[src/verilog/link_cfg_map.svh]
// Register offsets, field positions, reset values and timing figures of the link configuration bank
`ifndef LINK_CFG_MAP_SVH
`define LINK_CFG_MAP_SVH

`define GEN_CFG_ADDR 8'h03
`define TIMEOUT_ADDR 8'h04
`define I2C_CTL_ADDR 8'h05
`define STATUS_ADDR 8'h10

`define GEN_CFG_RESET 8'hf0
`define TIMEOUT_RESET 8'hfe
`define I2C_CTL_RESET 8'h1e

`define GEN_CHECK_GEN_BIT 6
`define GEN_PULL_DIR_BIT 5
`define GEN_FILTER_BIT 4
`define GEN_PASS_BIT 3
`define GEN_AUTO_ACK_BIT 2
`define GEN_PIX_GATE_BIT 1

`define TIMEOUT_VAL_HI 7
`define TIMEOUT_VAL_LO 1
`define TIMEOUT_OFF_BIT 0

`define I2C_PASS_ALL_BIT 7
`define I2C_HOLD_HI 6
`define I2C_HOLD_LO 4
`define I2C_GLITCH_HI 3
`define I2C_GLITCH_LO 0

`define STAT_RUN_BIT 0
`define STAT_PROT_BIT 1
`define STAT_LANE_BIT 2
`define STAT_EXPIRED_BIT 3

`define FILT_LEN_ONE_LANE 3'h2
`define FILT_LEN_TWO_LANE 3'h4

`define CLK_PERIOD_NS 25
`define TIMEOUT_STEP_NS 2000000
`define HOLD_STEP_NS 50
`define GLITCH_STEP_NS 5

`endif

[src/verilog/link_cfg_pkg.sv]
// Types shared by the link configuration bank and its helpers
package link_cfg_pkg;

    typedef struct packed {
        logic active_video_flag;
        logic line_sync_pulse;
        logic frame_sync_pulse;
        logic [23:0] rgb;
    } pix_t;

    typedef enum logic [1:0] {
        WD_IDLE = 2'b00,
        WD_RUN = 2'b01,
        WD_EXPIRED = 2'b11
    } wd_state_t;

endpackage : link_cfg_pkg

[src/verilog/link_config_registers.sv]
// Link configuration registers and the pixel, I2C and control channel logic they steer
`timescale 1ns/1ps
`include "link_cfg_map.svh"

// Notes on behaviour
// RQ1 - Bit 6 enables back-channel check generator
// RQ2 - Bit 5 picks pull down or up
// RQ3 - Filter rejects short sync and active pulses
// RQ4 - Bit 3 forwards I2C on address match
// RQ5 - Bit 2 acknowledges I2C writes automatically
// RQ6 - Protected partner always gates pixels by active
// RQ7 - Unprotected partner gates only when bit 1
// RQ8 - Host sets gating before expecting packetized audio
// RQ9 - Overrun transaction ends after 2 ms steps
// RQ10 - Host avoids a zero timeout value
// RQ11 - Bit 0 stops the control channel watchdog
// RQ12 - Pass-all forwards every I2C transaction
// RQ13 - Hold time field in 50 ns steps
// RQ14 - Glitch width field in 5 ns steps
// RQ15 - Fields keep last written value, read back
module link_config_registers
    import link_cfg_pkg::*;
#(
    parameter int TIMEOUT_STEP_CYCLES = `TIMEOUT_STEP_NS / `CLK_PERIOD_NS
)
(
    // Clock and reset
    input wire logic clk_sys_i,
    input wire logic srst_i,
    // Register port
    input wire logic [7:0] reg_addr_i,
    input wire logic [7:0] reg_wdata_i,
    input wire logic reg_wr_i,
    input wire logic reg_rd_i,
    output logic [7:0] reg_rdata_o,
    // Pixel path pins
    input wire pix_t pix_i,
    input wire logic partner_protected_i,
    input wire logic two_lane_mode_i,
    output pix_t pix_o,
    // I2C pass-through
    input wire logic i2c_txn_start_i,
    input wire logic i2c_addr_match_i,
    output logic i2c_forward_o,
    output logic i2c_auto_ack_o,
    output logic [2:0] i2c_sda_hold_steps_o,
    output logic [3:0] i2c_glitch_steps_o,
    // Control channel
    input wire logic ctrl_txn_busy_i,
    output logic ctrl_txn_abort_o,
    // Static controls
    output logic backchannel_check_gen_on_o,
    output logic undriven_input_pull_dir_o
);
    function automatic logic hit(input logic [7:0] addr, input logic [7:0] off);
        hit = (addr == off);
    endfunction : hit

    logic [7:0] gen_cfg_q;
    logic [7:0] gen_cfg_d;
    logic [7:0] timeout_q;
    logic [7:0] timeout_d;
    logic [7:0] i2c_ctl_q;
    logic [7:0] i2c_ctl_d;
    logic expired_seen_q;
    logic expired_seen_d;
    logic [7:0] rdata_q;
    logic [7:0] rdata_d;

    pix_t pix_s1_q;
    pix_t pix_s2_q;
    logic [1:0] prot_s_q;
    logic [1:0] lane_s_q;
    pix_t pix_out_q;
    pix_t pix_out_d;
    logic forward_q;
    logic forward_d;

    logic wd_running;
    logic wd_expire;
    logic [2:0] filt_len;
    logic [2:0] filt_in;
    logic [2:0] filt_out;
    logic gate_on;
    logic [7:0] status;

    // Register file
    always_comb
    begin
        gen_cfg_d = gen_cfg_q;
        timeout_d = timeout_q;
        i2c_ctl_d = i2c_ctl_q;
        expired_seen_d = expired_seen_q;
        if (reg_wr_i && hit(reg_addr_i, `GEN_CFG_ADDR))
        begin
            gen_cfg_d = reg_wdata_i; // RQ15
        end
        if (reg_wr_i && hit(reg_addr_i, `TIMEOUT_ADDR))
        begin
            timeout_d = reg_wdata_i; // RQ15
        end
        if (reg_wr_i && hit(reg_addr_i, `I2C_CTL_ADDR))
        begin
            i2c_ctl_d = reg_wdata_i; // RQ15
        end
        if (reg_wr_i && hit(reg_addr_i, `STATUS_ADDR) && reg_wdata_i[`STAT_EXPIRED_BIT])
        begin
            expired_seen_d = 1'b0;
        end
        // Set after clear so a same-cycle expiry is never lost
        if (wd_expire)
        begin
            expired_seen_d = 1'b1;
        end
    end

    assign status = {4'h0, expired_seen_q, lane_s_q[1], prot_s_q[1], wd_running};

    always_comb
    begin
        rdata_d = 8'h00;
        if (reg_rd_i)
        begin
            if (hit(reg_addr_i, `GEN_CFG_ADDR))
            begin
                rdata_d = gen_cfg_q; // RQ15
            end
            else if (hit(reg_addr_i, `TIMEOUT_ADDR))
            begin
                rdata_d = timeout_q; // RQ15
            end
            else if (hit(reg_addr_i, `I2C_CTL_ADDR))
            begin
                rdata_d = i2c_ctl_q; // RQ15
            end
            else if (hit(reg_addr_i, `STATUS_ADDR))
            begin
                rdata_d = status;
            end
        end
    end

    always_ff @(posedge clk_sys_i)
    begin
        if (srst_i)
        begin
            gen_cfg_q <= `GEN_CFG_RESET;
            timeout_q <= `TIMEOUT_RESET;
            i2c_ctl_q <= `I2C_CTL_RESET;
            expired_seen_q <= 1'b0;
            rdata_q <= 8'h00;
        end
        else
        begin
            gen_cfg_q <= gen_cfg_d;
            timeout_q <= timeout_d;
            i2c_ctl_q <= i2c_ctl_d;
            expired_seen_q <= expired_seen_d;
            rdata_q <= rdata_d;
        end
    end

    assign reg_rdata_o = rdata_q;
    assign backchannel_check_gen_on_o = gen_cfg_q[`GEN_CHECK_GEN_BIT]; // RQ1
    assign undriven_input_pull_dir_o = gen_cfg_q[`GEN_PULL_DIR_BIT]; // RQ2
    assign i2c_auto_ack_o = gen_cfg_q[`GEN_AUTO_ACK_BIT]; // RQ5
    assign i2c_sda_hold_steps_o = i2c_ctl_q[`I2C_HOLD_HI:`I2C_HOLD_LO]; // RQ13
    assign i2c_glitch_steps_o = i2c_ctl_q[`I2C_GLITCH_HI:`I2C_GLITCH_LO]; // RQ14

    // Pin synchronisers; first stage feeds only the second
    always_ff @(posedge clk_sys_i)
    begin
        if (srst_i)
        begin
            pix_s1_q <= '0;
            pix_s2_q <= '0;
            prot_s_q <= 2'h0;
            lane_s_q <= 2'h0;
        end
        else
        begin
            pix_s1_q <= pix_i;
            pix_s2_q <= pix_s1_q;
            prot_s_q <= {prot_s_q[0], partner_protected_i};
            lane_s_q <= {lane_s_q[0], two_lane_mode_i};
        end
    end

    // Sync and active filtering
    assign filt_len = lane_s_q[1] ? `FILT_LEN_TWO_LANE : `FILT_LEN_ONE_LANE; // RQ3
    assign filt_in = {pix_s2_q.active_video_flag, pix_s2_q.line_sync_pulse, pix_s2_q.frame_sync_pulse};

    for (genvar g = 0; g < 3; g++)
    begin : g_filt
        sync_pulse_filter u_filt
        (
            .clk_sys_i(clk_sys_i),
            .srst_i(srst_i),
            .enable_i(gen_cfg_q[`GEN_FILTER_BIT]),
            .len_i(filt_len),
            .level_i(filt_in[g]),
            .level_o(filt_out[g])
        ); // RQ3
    end

    // Pixel gating; rgb is not delayed to match the filter, so the gate edge lags by the filter length
    assign gate_on = prot_s_q[1] || gen_cfg_q[`GEN_PIX_GATE_BIT]; // RQ6 RQ7 RQ8

    always_comb
    begin
        pix_out_d.active_video_flag = filt_out[2];
        pix_out_d.line_sync_pulse = filt_out[1];
        pix_out_d.frame_sync_pulse = filt_out[0];
        pix_out_d.rgb = pix_s2_q.rgb;
        if (gate_on && !filt_out[2])
        begin
            pix_out_d.rgb = 24'h000000; // RQ6 RQ7
        end
    end

    // I2C forwarding decision
    always_comb
    begin
        forward_d = 1'b0;
        if (i2c_txn_start_i)
        begin
            forward_d = i2c_ctl_q[`I2C_PASS_ALL_BIT] // RQ12
                || (gen_cfg_q[`GEN_PASS_BIT] && i2c_addr_match_i); // RQ4
        end
    end

    always_ff @(posedge clk_sys_i)
    begin
        if (srst_i)
        begin
            pix_out_q <= '0;
            forward_q <= 1'b0;
        end
        else
        begin
            pix_out_q <= pix_out_d;
            forward_q <= forward_d;
        end
    end

    assign pix_o = pix_out_q;
    assign i2c_forward_o = forward_q;

    // Control channel watchdog
    ctrl_chan_watchdog #(
        .STEP_CYCLES(TIMEOUT_STEP_CYCLES)
    ) u_wdog
    (
        .clk_sys_i(clk_sys_i),
        .srst_i(srst_i),
        .off_i(timeout_q[`TIMEOUT_OFF_BIT]), // RQ11
        .limit_i(timeout_q[`TIMEOUT_VAL_HI:`TIMEOUT_VAL_LO]), // RQ9 RQ10
        .busy_i(ctrl_txn_busy_i),
        .running_o(wd_running),
        .expire_o(wd_expire)
    );

    assign ctrl_txn_abort_o = wd_expire; // RQ9
endmodule : link_config_registers

[src/verilog/sync_pulse_filter.sv]
// Rejects level changes that do not hold for a programmable number of cycles
`timescale 1ns/1ps
module sync_pulse_filter
(
    // Clock and reset
    input wire logic clk_sys_i,
    input wire logic srst_i,
    // Control
    input wire logic enable_i,
    input wire logic [2:0] len_i,
    // Level
    input wire logic level_i,
    output logic level_o
);
    logic [2:0] cnt_q;
    logic [2:0] cnt_d;
    logic out_q;
    logic out_d;

    always_comb
    begin
        cnt_d = 3'h0;
        out_d = out_q;
        if (!enable_i)
        begin
            out_d = level_i;
        end
        else if (level_i != out_q)
        begin
            if (cnt_q + 3'h1 >= len_i)
            begin
                out_d = level_i;
            end
            else
            begin
                cnt_d = cnt_q + 3'h1;
            end
        end
    end

    always_ff @(posedge clk_sys_i)
    begin
        if (srst_i)
        begin
            cnt_q <= 3'h0;
            out_q <= 1'b0;
        end
        else
        begin
            cnt_q <= cnt_d;
            out_q <= out_d;
        end
    end

    assign level_o = out_q;

endmodule : sync_pulse_filter

[src/verilog/ctrl_chan_watchdog.sv]
// Times a control channel transaction in 2 ms steps and flags an overrun
`timescale 1ns/1ps
`include "link_cfg_map.svh"
module ctrl_chan_watchdog
    import link_cfg_pkg::*;
#(
    parameter int STEP_CYCLES = `TIMEOUT_STEP_NS / `CLK_PERIOD_NS
)
(
    // Clock and reset
    input wire logic clk_sys_i,
    input wire logic srst_i,
    // Control
    input wire logic off_i,
    input wire logic [6:0] limit_i,
    input wire logic busy_i,
    // Result
    output logic running_o,
    output logic expire_o
);
    localparam int CW = $clog2(STEP_CYCLES + 1);
    localparam logic [CW-1:0] STEP_LAST = CW'(STEP_CYCLES - 1);

    wd_state_t state_q;
    wd_state_t state_d;
    logic [CW-1:0] tick_q;
    logic [CW-1:0] tick_d;
    logic [6:0] steps_q;
    logic [6:0] steps_d;
    logic expire_d;
    logic expire_q;

    always_comb
    begin
        state_d = state_q;
        tick_d = tick_q;
        steps_d = steps_q;
        expire_d = 1'b0;
        unique case (state_q)
            WD_IDLE:
            begin
                tick_d = '0;
                steps_d = 7'h0;
                if (busy_i && !off_i)
                begin
                    state_d = WD_RUN;
                end
            end
            WD_RUN:
            begin
                if (!busy_i || off_i)
                begin
                    state_d = WD_IDLE;
                end
                else if (tick_q == STEP_LAST)
                begin
                    tick_d = '0;
                    steps_d = steps_q + 7'h1;
                    // A zero limit acts as one step rather than never firing
                    if (steps_q + 7'h1 >= limit_i)
                    begin
                        expire_d = 1'b1;
                        state_d = WD_EXPIRED;
                    end
                end
                else
                begin
                    tick_d = tick_q + CW'(1);
                end
            end
            WD_EXPIRED:
            begin
                if (!busy_i)
                begin
                    state_d = WD_IDLE;
                end
            end
            default:
            begin
                state_d = WD_IDLE;
            end
        endcase
    end

    always_ff @(posedge clk_sys_i)
    begin
        if (srst_i)
        begin
            state_q <= WD_IDLE;
            tick_q <= '0;
            steps_q <= 7'h0;
            expire_q <= 1'b0;
        end
        else
        begin
            state_q <= state_d;
            tick_q <= tick_d;
            steps_q <= steps_d;
            expire_q <= expire_d;
        end
    end

    assign running_o = (state_q == WD_RUN);
    assign expire_o = expire_q;

endmodule : ctrl_chan_watchdog

[config.mk]
export PLATFORM = sky130hd
export DESIGN_NAME = link_config_registers
export DESIGN_NICKNAME = d
export VERILOG_FILES = /design/src/verilog/link_cfg_pkg.sv /design/src/verilog/link_config_registers.sv /design/src/verilog/sync_pulse_filter.sv /design/src/verilog/ctrl_chan_watchdog.sv
export VERILOG_INCLUDE_DIRS = /design/src /design/src/verilog
export SDC_FILE = /design/constraint.sdc
export NUM_CORES = 1
export LEC_CHECK = 0
export BUFFER_PORTS_ARGS = -buffer_cell sky130_fd_sc_hd__buf_2
export CAP_MARGIN = 20
export CORE_MARGIN = 2
export CORE_UTILIZATION = 50
export CTS_CLUSTER_DIAMETER = 120
export DETAILED_ROUTE_END_ITERATION = 10
export PLACE_DENSITY_LB_ADDON = 0.05
export SYNTH_ARGS = -nofsm -noshare
export SYNTH_HDL_FRONTEND = slang
export SYNTH_SLANG_ARGS = --single-unit
[constraint.sdc]
create_clock -name clk_sys_i -period 5.52 [get_ports clk_sys_i]
set_clock_uncertainty 0.15 [all_clocks]
set_input_delay 0.276 -clock clk_sys_i [delete_from_list [all_inputs] [get_ports clk_sys_i]]
set_output_delay 0.276 -clock clk_sys_i [all_outputs]
set_load 0.05 [all_outputs]
* Word level (Yosys, flattened, before mapping)
Index checks and enable logic that the tools add are counted.
** Word-level totals
- Output and inout port bits :: 47
- Word-level logic and storage cells :: 128
- Register bits :: 158
** Cells by class
- $lt $le $gt $ge :: 4
- Reductions and logical operators :: 30
- Multiplexer cells :: 29
- Bitwise operators :: 8
- Equal/unequal tests :: 22
- Add/subtract/negate cells :: 5
** Operator list (count)
- $mux W17 :: 2
- $pmux W17 S2 :: 1
- $mux W8 :: 3
- $add A17 B1 Y17 const B :: 1
- $eq A17 B17 Y1 const B :: 1
- $eq A8 B3 Y1 const B :: 2
- $ne A2 B1 Y1 const B :: 8
- $reduce_or A4 Y1 :: 4
- $mux W7 :: 2
- $pmux W7 S2 :: 1
- $mux W1 :: 12
- $mux W2 :: 5
- $add A3 B1 Y3 const B :: 3
- $ge A3 B3 Y1 :: 3
- $eq A8 B2 Y1 const B :: 1
- $eq A8 B5 Y1 const B :: 1
- $logic_and A1 B1 Y1 :: 8
- $not A1 Y1 :: 8
- $reduce_and A2 Y1 :: 4
- $add A7 B1 Y7 const B :: 1
- $ge A7 B7 Y1 :: 1
- $ne A3 B1 Y1 const B :: 2
- $pmux W2 S3 :: 1
- $reduce_or A2 Y1 :: 3
- other kinds (12) :: 20

* Logic depth before layout (Yosys ltp)
- Depth after elaboration :: 6
- Depth in mapped cells :: 9

* Hierarchy
A second synthesis with hierarchy kept.
** Unflattened totals
- Cells, all modules :: 622
- Area total of the unflattened synthesis :: 6277.3 µm²
** By module, submodules not included
- link_config_registers :: cells an instance 344, seq. area each 2382.3 µm², times used 1, area each 3866.2 µm²
- ctrl_chan_watchdog :: cells an instance 203, seq. area each 540.5 µm², times used 1, area each 1619.1 µm²
- sync_pulse_filter :: cells an instance 25, seq. area each 80.1 µm², times used 3, area each 264.0 µm²

* Worst setup path before layout
Ideal clock, no wire load.
- Path kind :: in2reg
- From :: in reg_addr_i[5]
- To :: reg timeout_q[5]
- Stages :: 7
- Data required time :: 5.250 ns
- Arrival time :: 1.813 ns
- Slack :: 3.438 ns
- Cell sequence :: or4_4 nor3b_4 and3_1 buf_4 buf_6 nor2_1 a211o_1
** On the way
- Longest elaborated chain between the ends :: 2
** RTL lines
- start: declaration :: RTL line link_config_registers.sv:31 : input wire logic [7:0] reg_addr_i,
- $eq A8 B3 Y1 :: RTL line link_config_registers.sv:56 : hit = (addr == off);
- $logic_and A1 B1 Y1 :: RTL line link_config_registers.sv:98 : if (reg_wr_i && hit(reg_addr_i, `TIMEOUT_ADDR))
- end signal: assignment :: RTL line link_config_registers.sv:148 : timeout_q <= `TIMEOUT_RESET;
- end signal: assignment :: RTL line link_config_registers.sv:156 : timeout_q <= timeout_d;
- end: declaration :: RTL line link_config_registers.sv:61 : logic [7:0] timeout_q;
No other way between the ends.
A chain may end at the register's enable or synchronous reset.

* Worst setup path after layout
- From :: reg u_wdog.tick_q[0]
- To :: reg u_wdog.tick_q[15]
** On the way
- Longest elaborated chain between the ends :: 4
** RTL lines
- start: declaration :: RTL line ctrl_chan_watchdog.sv:26 : logic [CW-1:0] tick_q;
- start signal: assignment :: RTL line ctrl_chan_watchdog.sv:97 : tick_q <= tick_d;
- $add A17 B1 Y17 / $eq A17 B17 Y1 (equally long branches) :: RTL line ctrl_chan_watchdog.sv:68, ctrl_chan_watchdog.sv:55
- $mux W17 (*) :: RTL line ctrl_chan_watchdog.sv:55 : else if (tick_q == STEP_LAST)
- $mux W17 (*) :: RTL line ctrl_chan_watchdog.sv:51 : if (!busy_i || off_i)
- $pmux W17 S2 (*) :: RTL line ctrl_chan_watchdog.sv:39 : unique case (state_q)
Every way passes the cells marked *; elsewhere a longest branch is shown, timed or not. The select of a mux whose other input is x is not followed.

==> impl_metrics.json <==
{
  "register_area_mm2": 0.00316,
  "relSlewSlack_pct": 56.1,
  "final_area_mm2": 0.00728,
  "antennaDiodeCount": 0,
  "wl_per_cell_um": 13.5,
  "via_count": 4368,
  "clkTransAtPathRegs_ps": 60,
  "die-area_mm2": 0.0125,
  "drive_gt1_share_pct": 19.1,
  "end_kind": "flop",
  "firstDrtPassIters": 5,
  "yosys_warnings": 0,
  "setup_tns_ps": 0,
  "rsz0062_at_grt": "false",
  "drc": 0,
  "antenna_left": 0,
  "drv_slew": 0,
  "drtIter0Drc": 279,
  "rows": 39,
  "synth.net_count": 658,
  "grt_pass1_vias": 4104,
  "place_area_mm2": 0.00630,
  "worst_pin_slew_ps": 656,
  "ioPinCount": 99,
  "async_reset_ff_share_pct": 0,
  "hpwl_mm": 7.91,
  "yosysSeqAreaShare_pct": 54.6,
  "cts_root_buffer": "clkbuf_16",
  "yosysUniqueCellTypes": 50,
  "netlist_area_mm2": 0.00579,
  "hold_viol_final": 0,
  "cp.required_ps": 5650,
  "power_uw": 2470,
  "nFillCells": 956,
  "grt_use_total_pct": 19.9,
  "period_share_pct": 39.9,
  "synthToLayoutAreaGrowth_pct": 25.7,
  "avgSynthCellArea_um2": 9.84,
  "critical_path_peak_fanout": 9,
  "htreeDepth": 4,
  "final_cell_mix": "dfxtp_1, buf_2, nor2b_1",
  "die_w_um": 112,
  "routed_via_density": 5.01,
  "final_common_cell": "dfxtp_1",
  "hp-class": "in2reg",
  "synth_edf_count": 0,
  "p_leak_uw": 0.00319,
  "dieHeight_um": 112,
  "synth_seq_cells": 158,
  "io_buffer_count": 98,
  "cts_tree": "built",
  "cap_violations": 0,
  "cts_setup_buffers": 0,
  "arrival_ps": 2330,
  "cts_buffers": 17,
  "synthCells": 588,
  "routabilityCongestion": 0.852,
  "wl_mm": 11.8,
  "grt_pass1_wl_mm": 19.6,
  "clk_path_buf_depth": 2,
  "grt_remaining_overflow": 0,
  "fmax_mhz": 454,
  "clk_latency_ps": 410,
  "whs_ps": 46.8,
  "status": "completed",
  "multi_input_area_mm2": 0.00240,
  "period_needed_ps": 2200,
  "clock_sinks": 158,
  "p_per_area_mw_per_mm2": 339,
  "ys.flop_type": "dfxtp_1",
  "antenna_found_initial": 1,
  "worst-setup-path-type": "reg2reg",
  "ir_drop_v": 0.000314,
  "layout.cells.non_filler": 871,
  "fin_nets": 785,
  "dp.cells": 801,
  "finalSetupViolations": 0,
  "fp.coreArea_mm2": 0.0114,
  "startpoint_type": "flop",
  "start_util_pct": 50.9,
  "grt_max_degree": 54
}
metrics by stage:
step	setup WS (ps)	util [%]
after floorplan	3440	-
after global placement	3100	55.4
after detailed placement	3030	55.4
after CTS	3340	64.0
after global routing	3150	64.0
final	3320	64.0
path summary, 6_finish.rpt:
path                                  startpoint                end  slack [ps]  cells past startpoint
worst min-delay path            i2c_addr_match_i      i2c_forward_o          50                      3
worst max-delay path            u_wdog.tick_q[0]  u_wdog.tick_q[15]        3320                      7
worst min register to register      pix_s2_q[17]          pix_o[17]         270                      1
worst max register to register  u_wdog.tick_q[0]  u_wdog.tick_q[15]        3320                      7
layout make-up:
class                   instances  area share, %
flip-flops and latches        158           43.5
clock inverters                 9           1.86
repair buffers                138           12.2
well taps                     143           2.46
multi-input cells             387           33.0
inverters                      13          0.671
clock buffers                  23           6.29
worst max-delay path, stage by stage (launching register included):
cell     delay (ps)
dfxtp_1         390
ha_1            250
and4_1          290
nand3_1         110
nor2_1          530
nor3b_1         120
o21ai_0         170
a21oi_1          80
per-layer routing:
metal / share of wire [%] / track usage (%)
met1: 45 / 25.3
met2: 47 / 32.1
met3: 6.1 / 6.64
met4: 1.1 / 6.58
met5: 0.11 / 0
cell usage after synthesis, types with 5 or more instances:
master,number,share of area (%)
nand3b_1,11,1.4
clkbuf_1,14,0.91
a211o_1,7,1.1
ha_1,18,3.9
nand4_1,5,0.54
nor2b_1,69,7.5
a21oi_1,23,2.0
nor3_1,5,0.43
nand2b_1,8,0.86
inv_1,13,0.84
nor2_1,45,2.9
buf_4,9,1.2
xor2_1,13,2.0
xnor2_1,6,0.91
nand3_1,17,1.5
nand2_1,62,4.0
and2_1,27,2.9
a22oi_1,5,0.65
dfxtp_1,158,55
o21ai_0,13,1.1
a32o_1,5,0.86
flip-flops by register name, summed over array words and instances (netlist names):
register	count
u_wdog.steps_q	7
i2c_ctl_q	8
g_filt.u_filt.level_o	3
pix_o	27
g_filt.u_filt.cnt_q	9
prot_s_q	2
u_wdog.tick_q	17
u_wdog.state_q	2
pix_s1_q	27
reg_rdata_o	8
lane_s_q	2
u_wdog.expire_o	1
i2c_forward_o	1
expired_seen_q	1
filt_in	3
pix_s2_q	24
timeout_q	8
gen_cfg_q	8
timing repair:
| action | in CTS | in global routing |
|---|---|---|
| hold endpoints to repair | 53 | 0 |
| hold buffers | 38 | 0 |
| resized for setup | 0 | 0 |
where the power goes:
part / internal, uW / total [uW] / switching [uW]
Combinational: 58.3 / 126 / 67.6
Clock: 725 / 1170 / 442
Sequential: 1170 / 1180 / 7.75
cell families after synthesis:
| kind of cell | after synthesis | synth area share (%) |
|---|---|---|
| AOI/OAI and AO/OA | 73 | 8.67 |
| xor gates and xnor gates | 19 | 2.88 |
| adders and majority gates | 18 | 3.89 |
| buffers and inverters | 43 | 3.83 |
| DFF | 158 | 54.6 |
| muxes | 4 | 0.692 |
| and+or+nand+nor | 273 | 25.4 |
No activity file was read; power rests on OpenSTA's default activity.
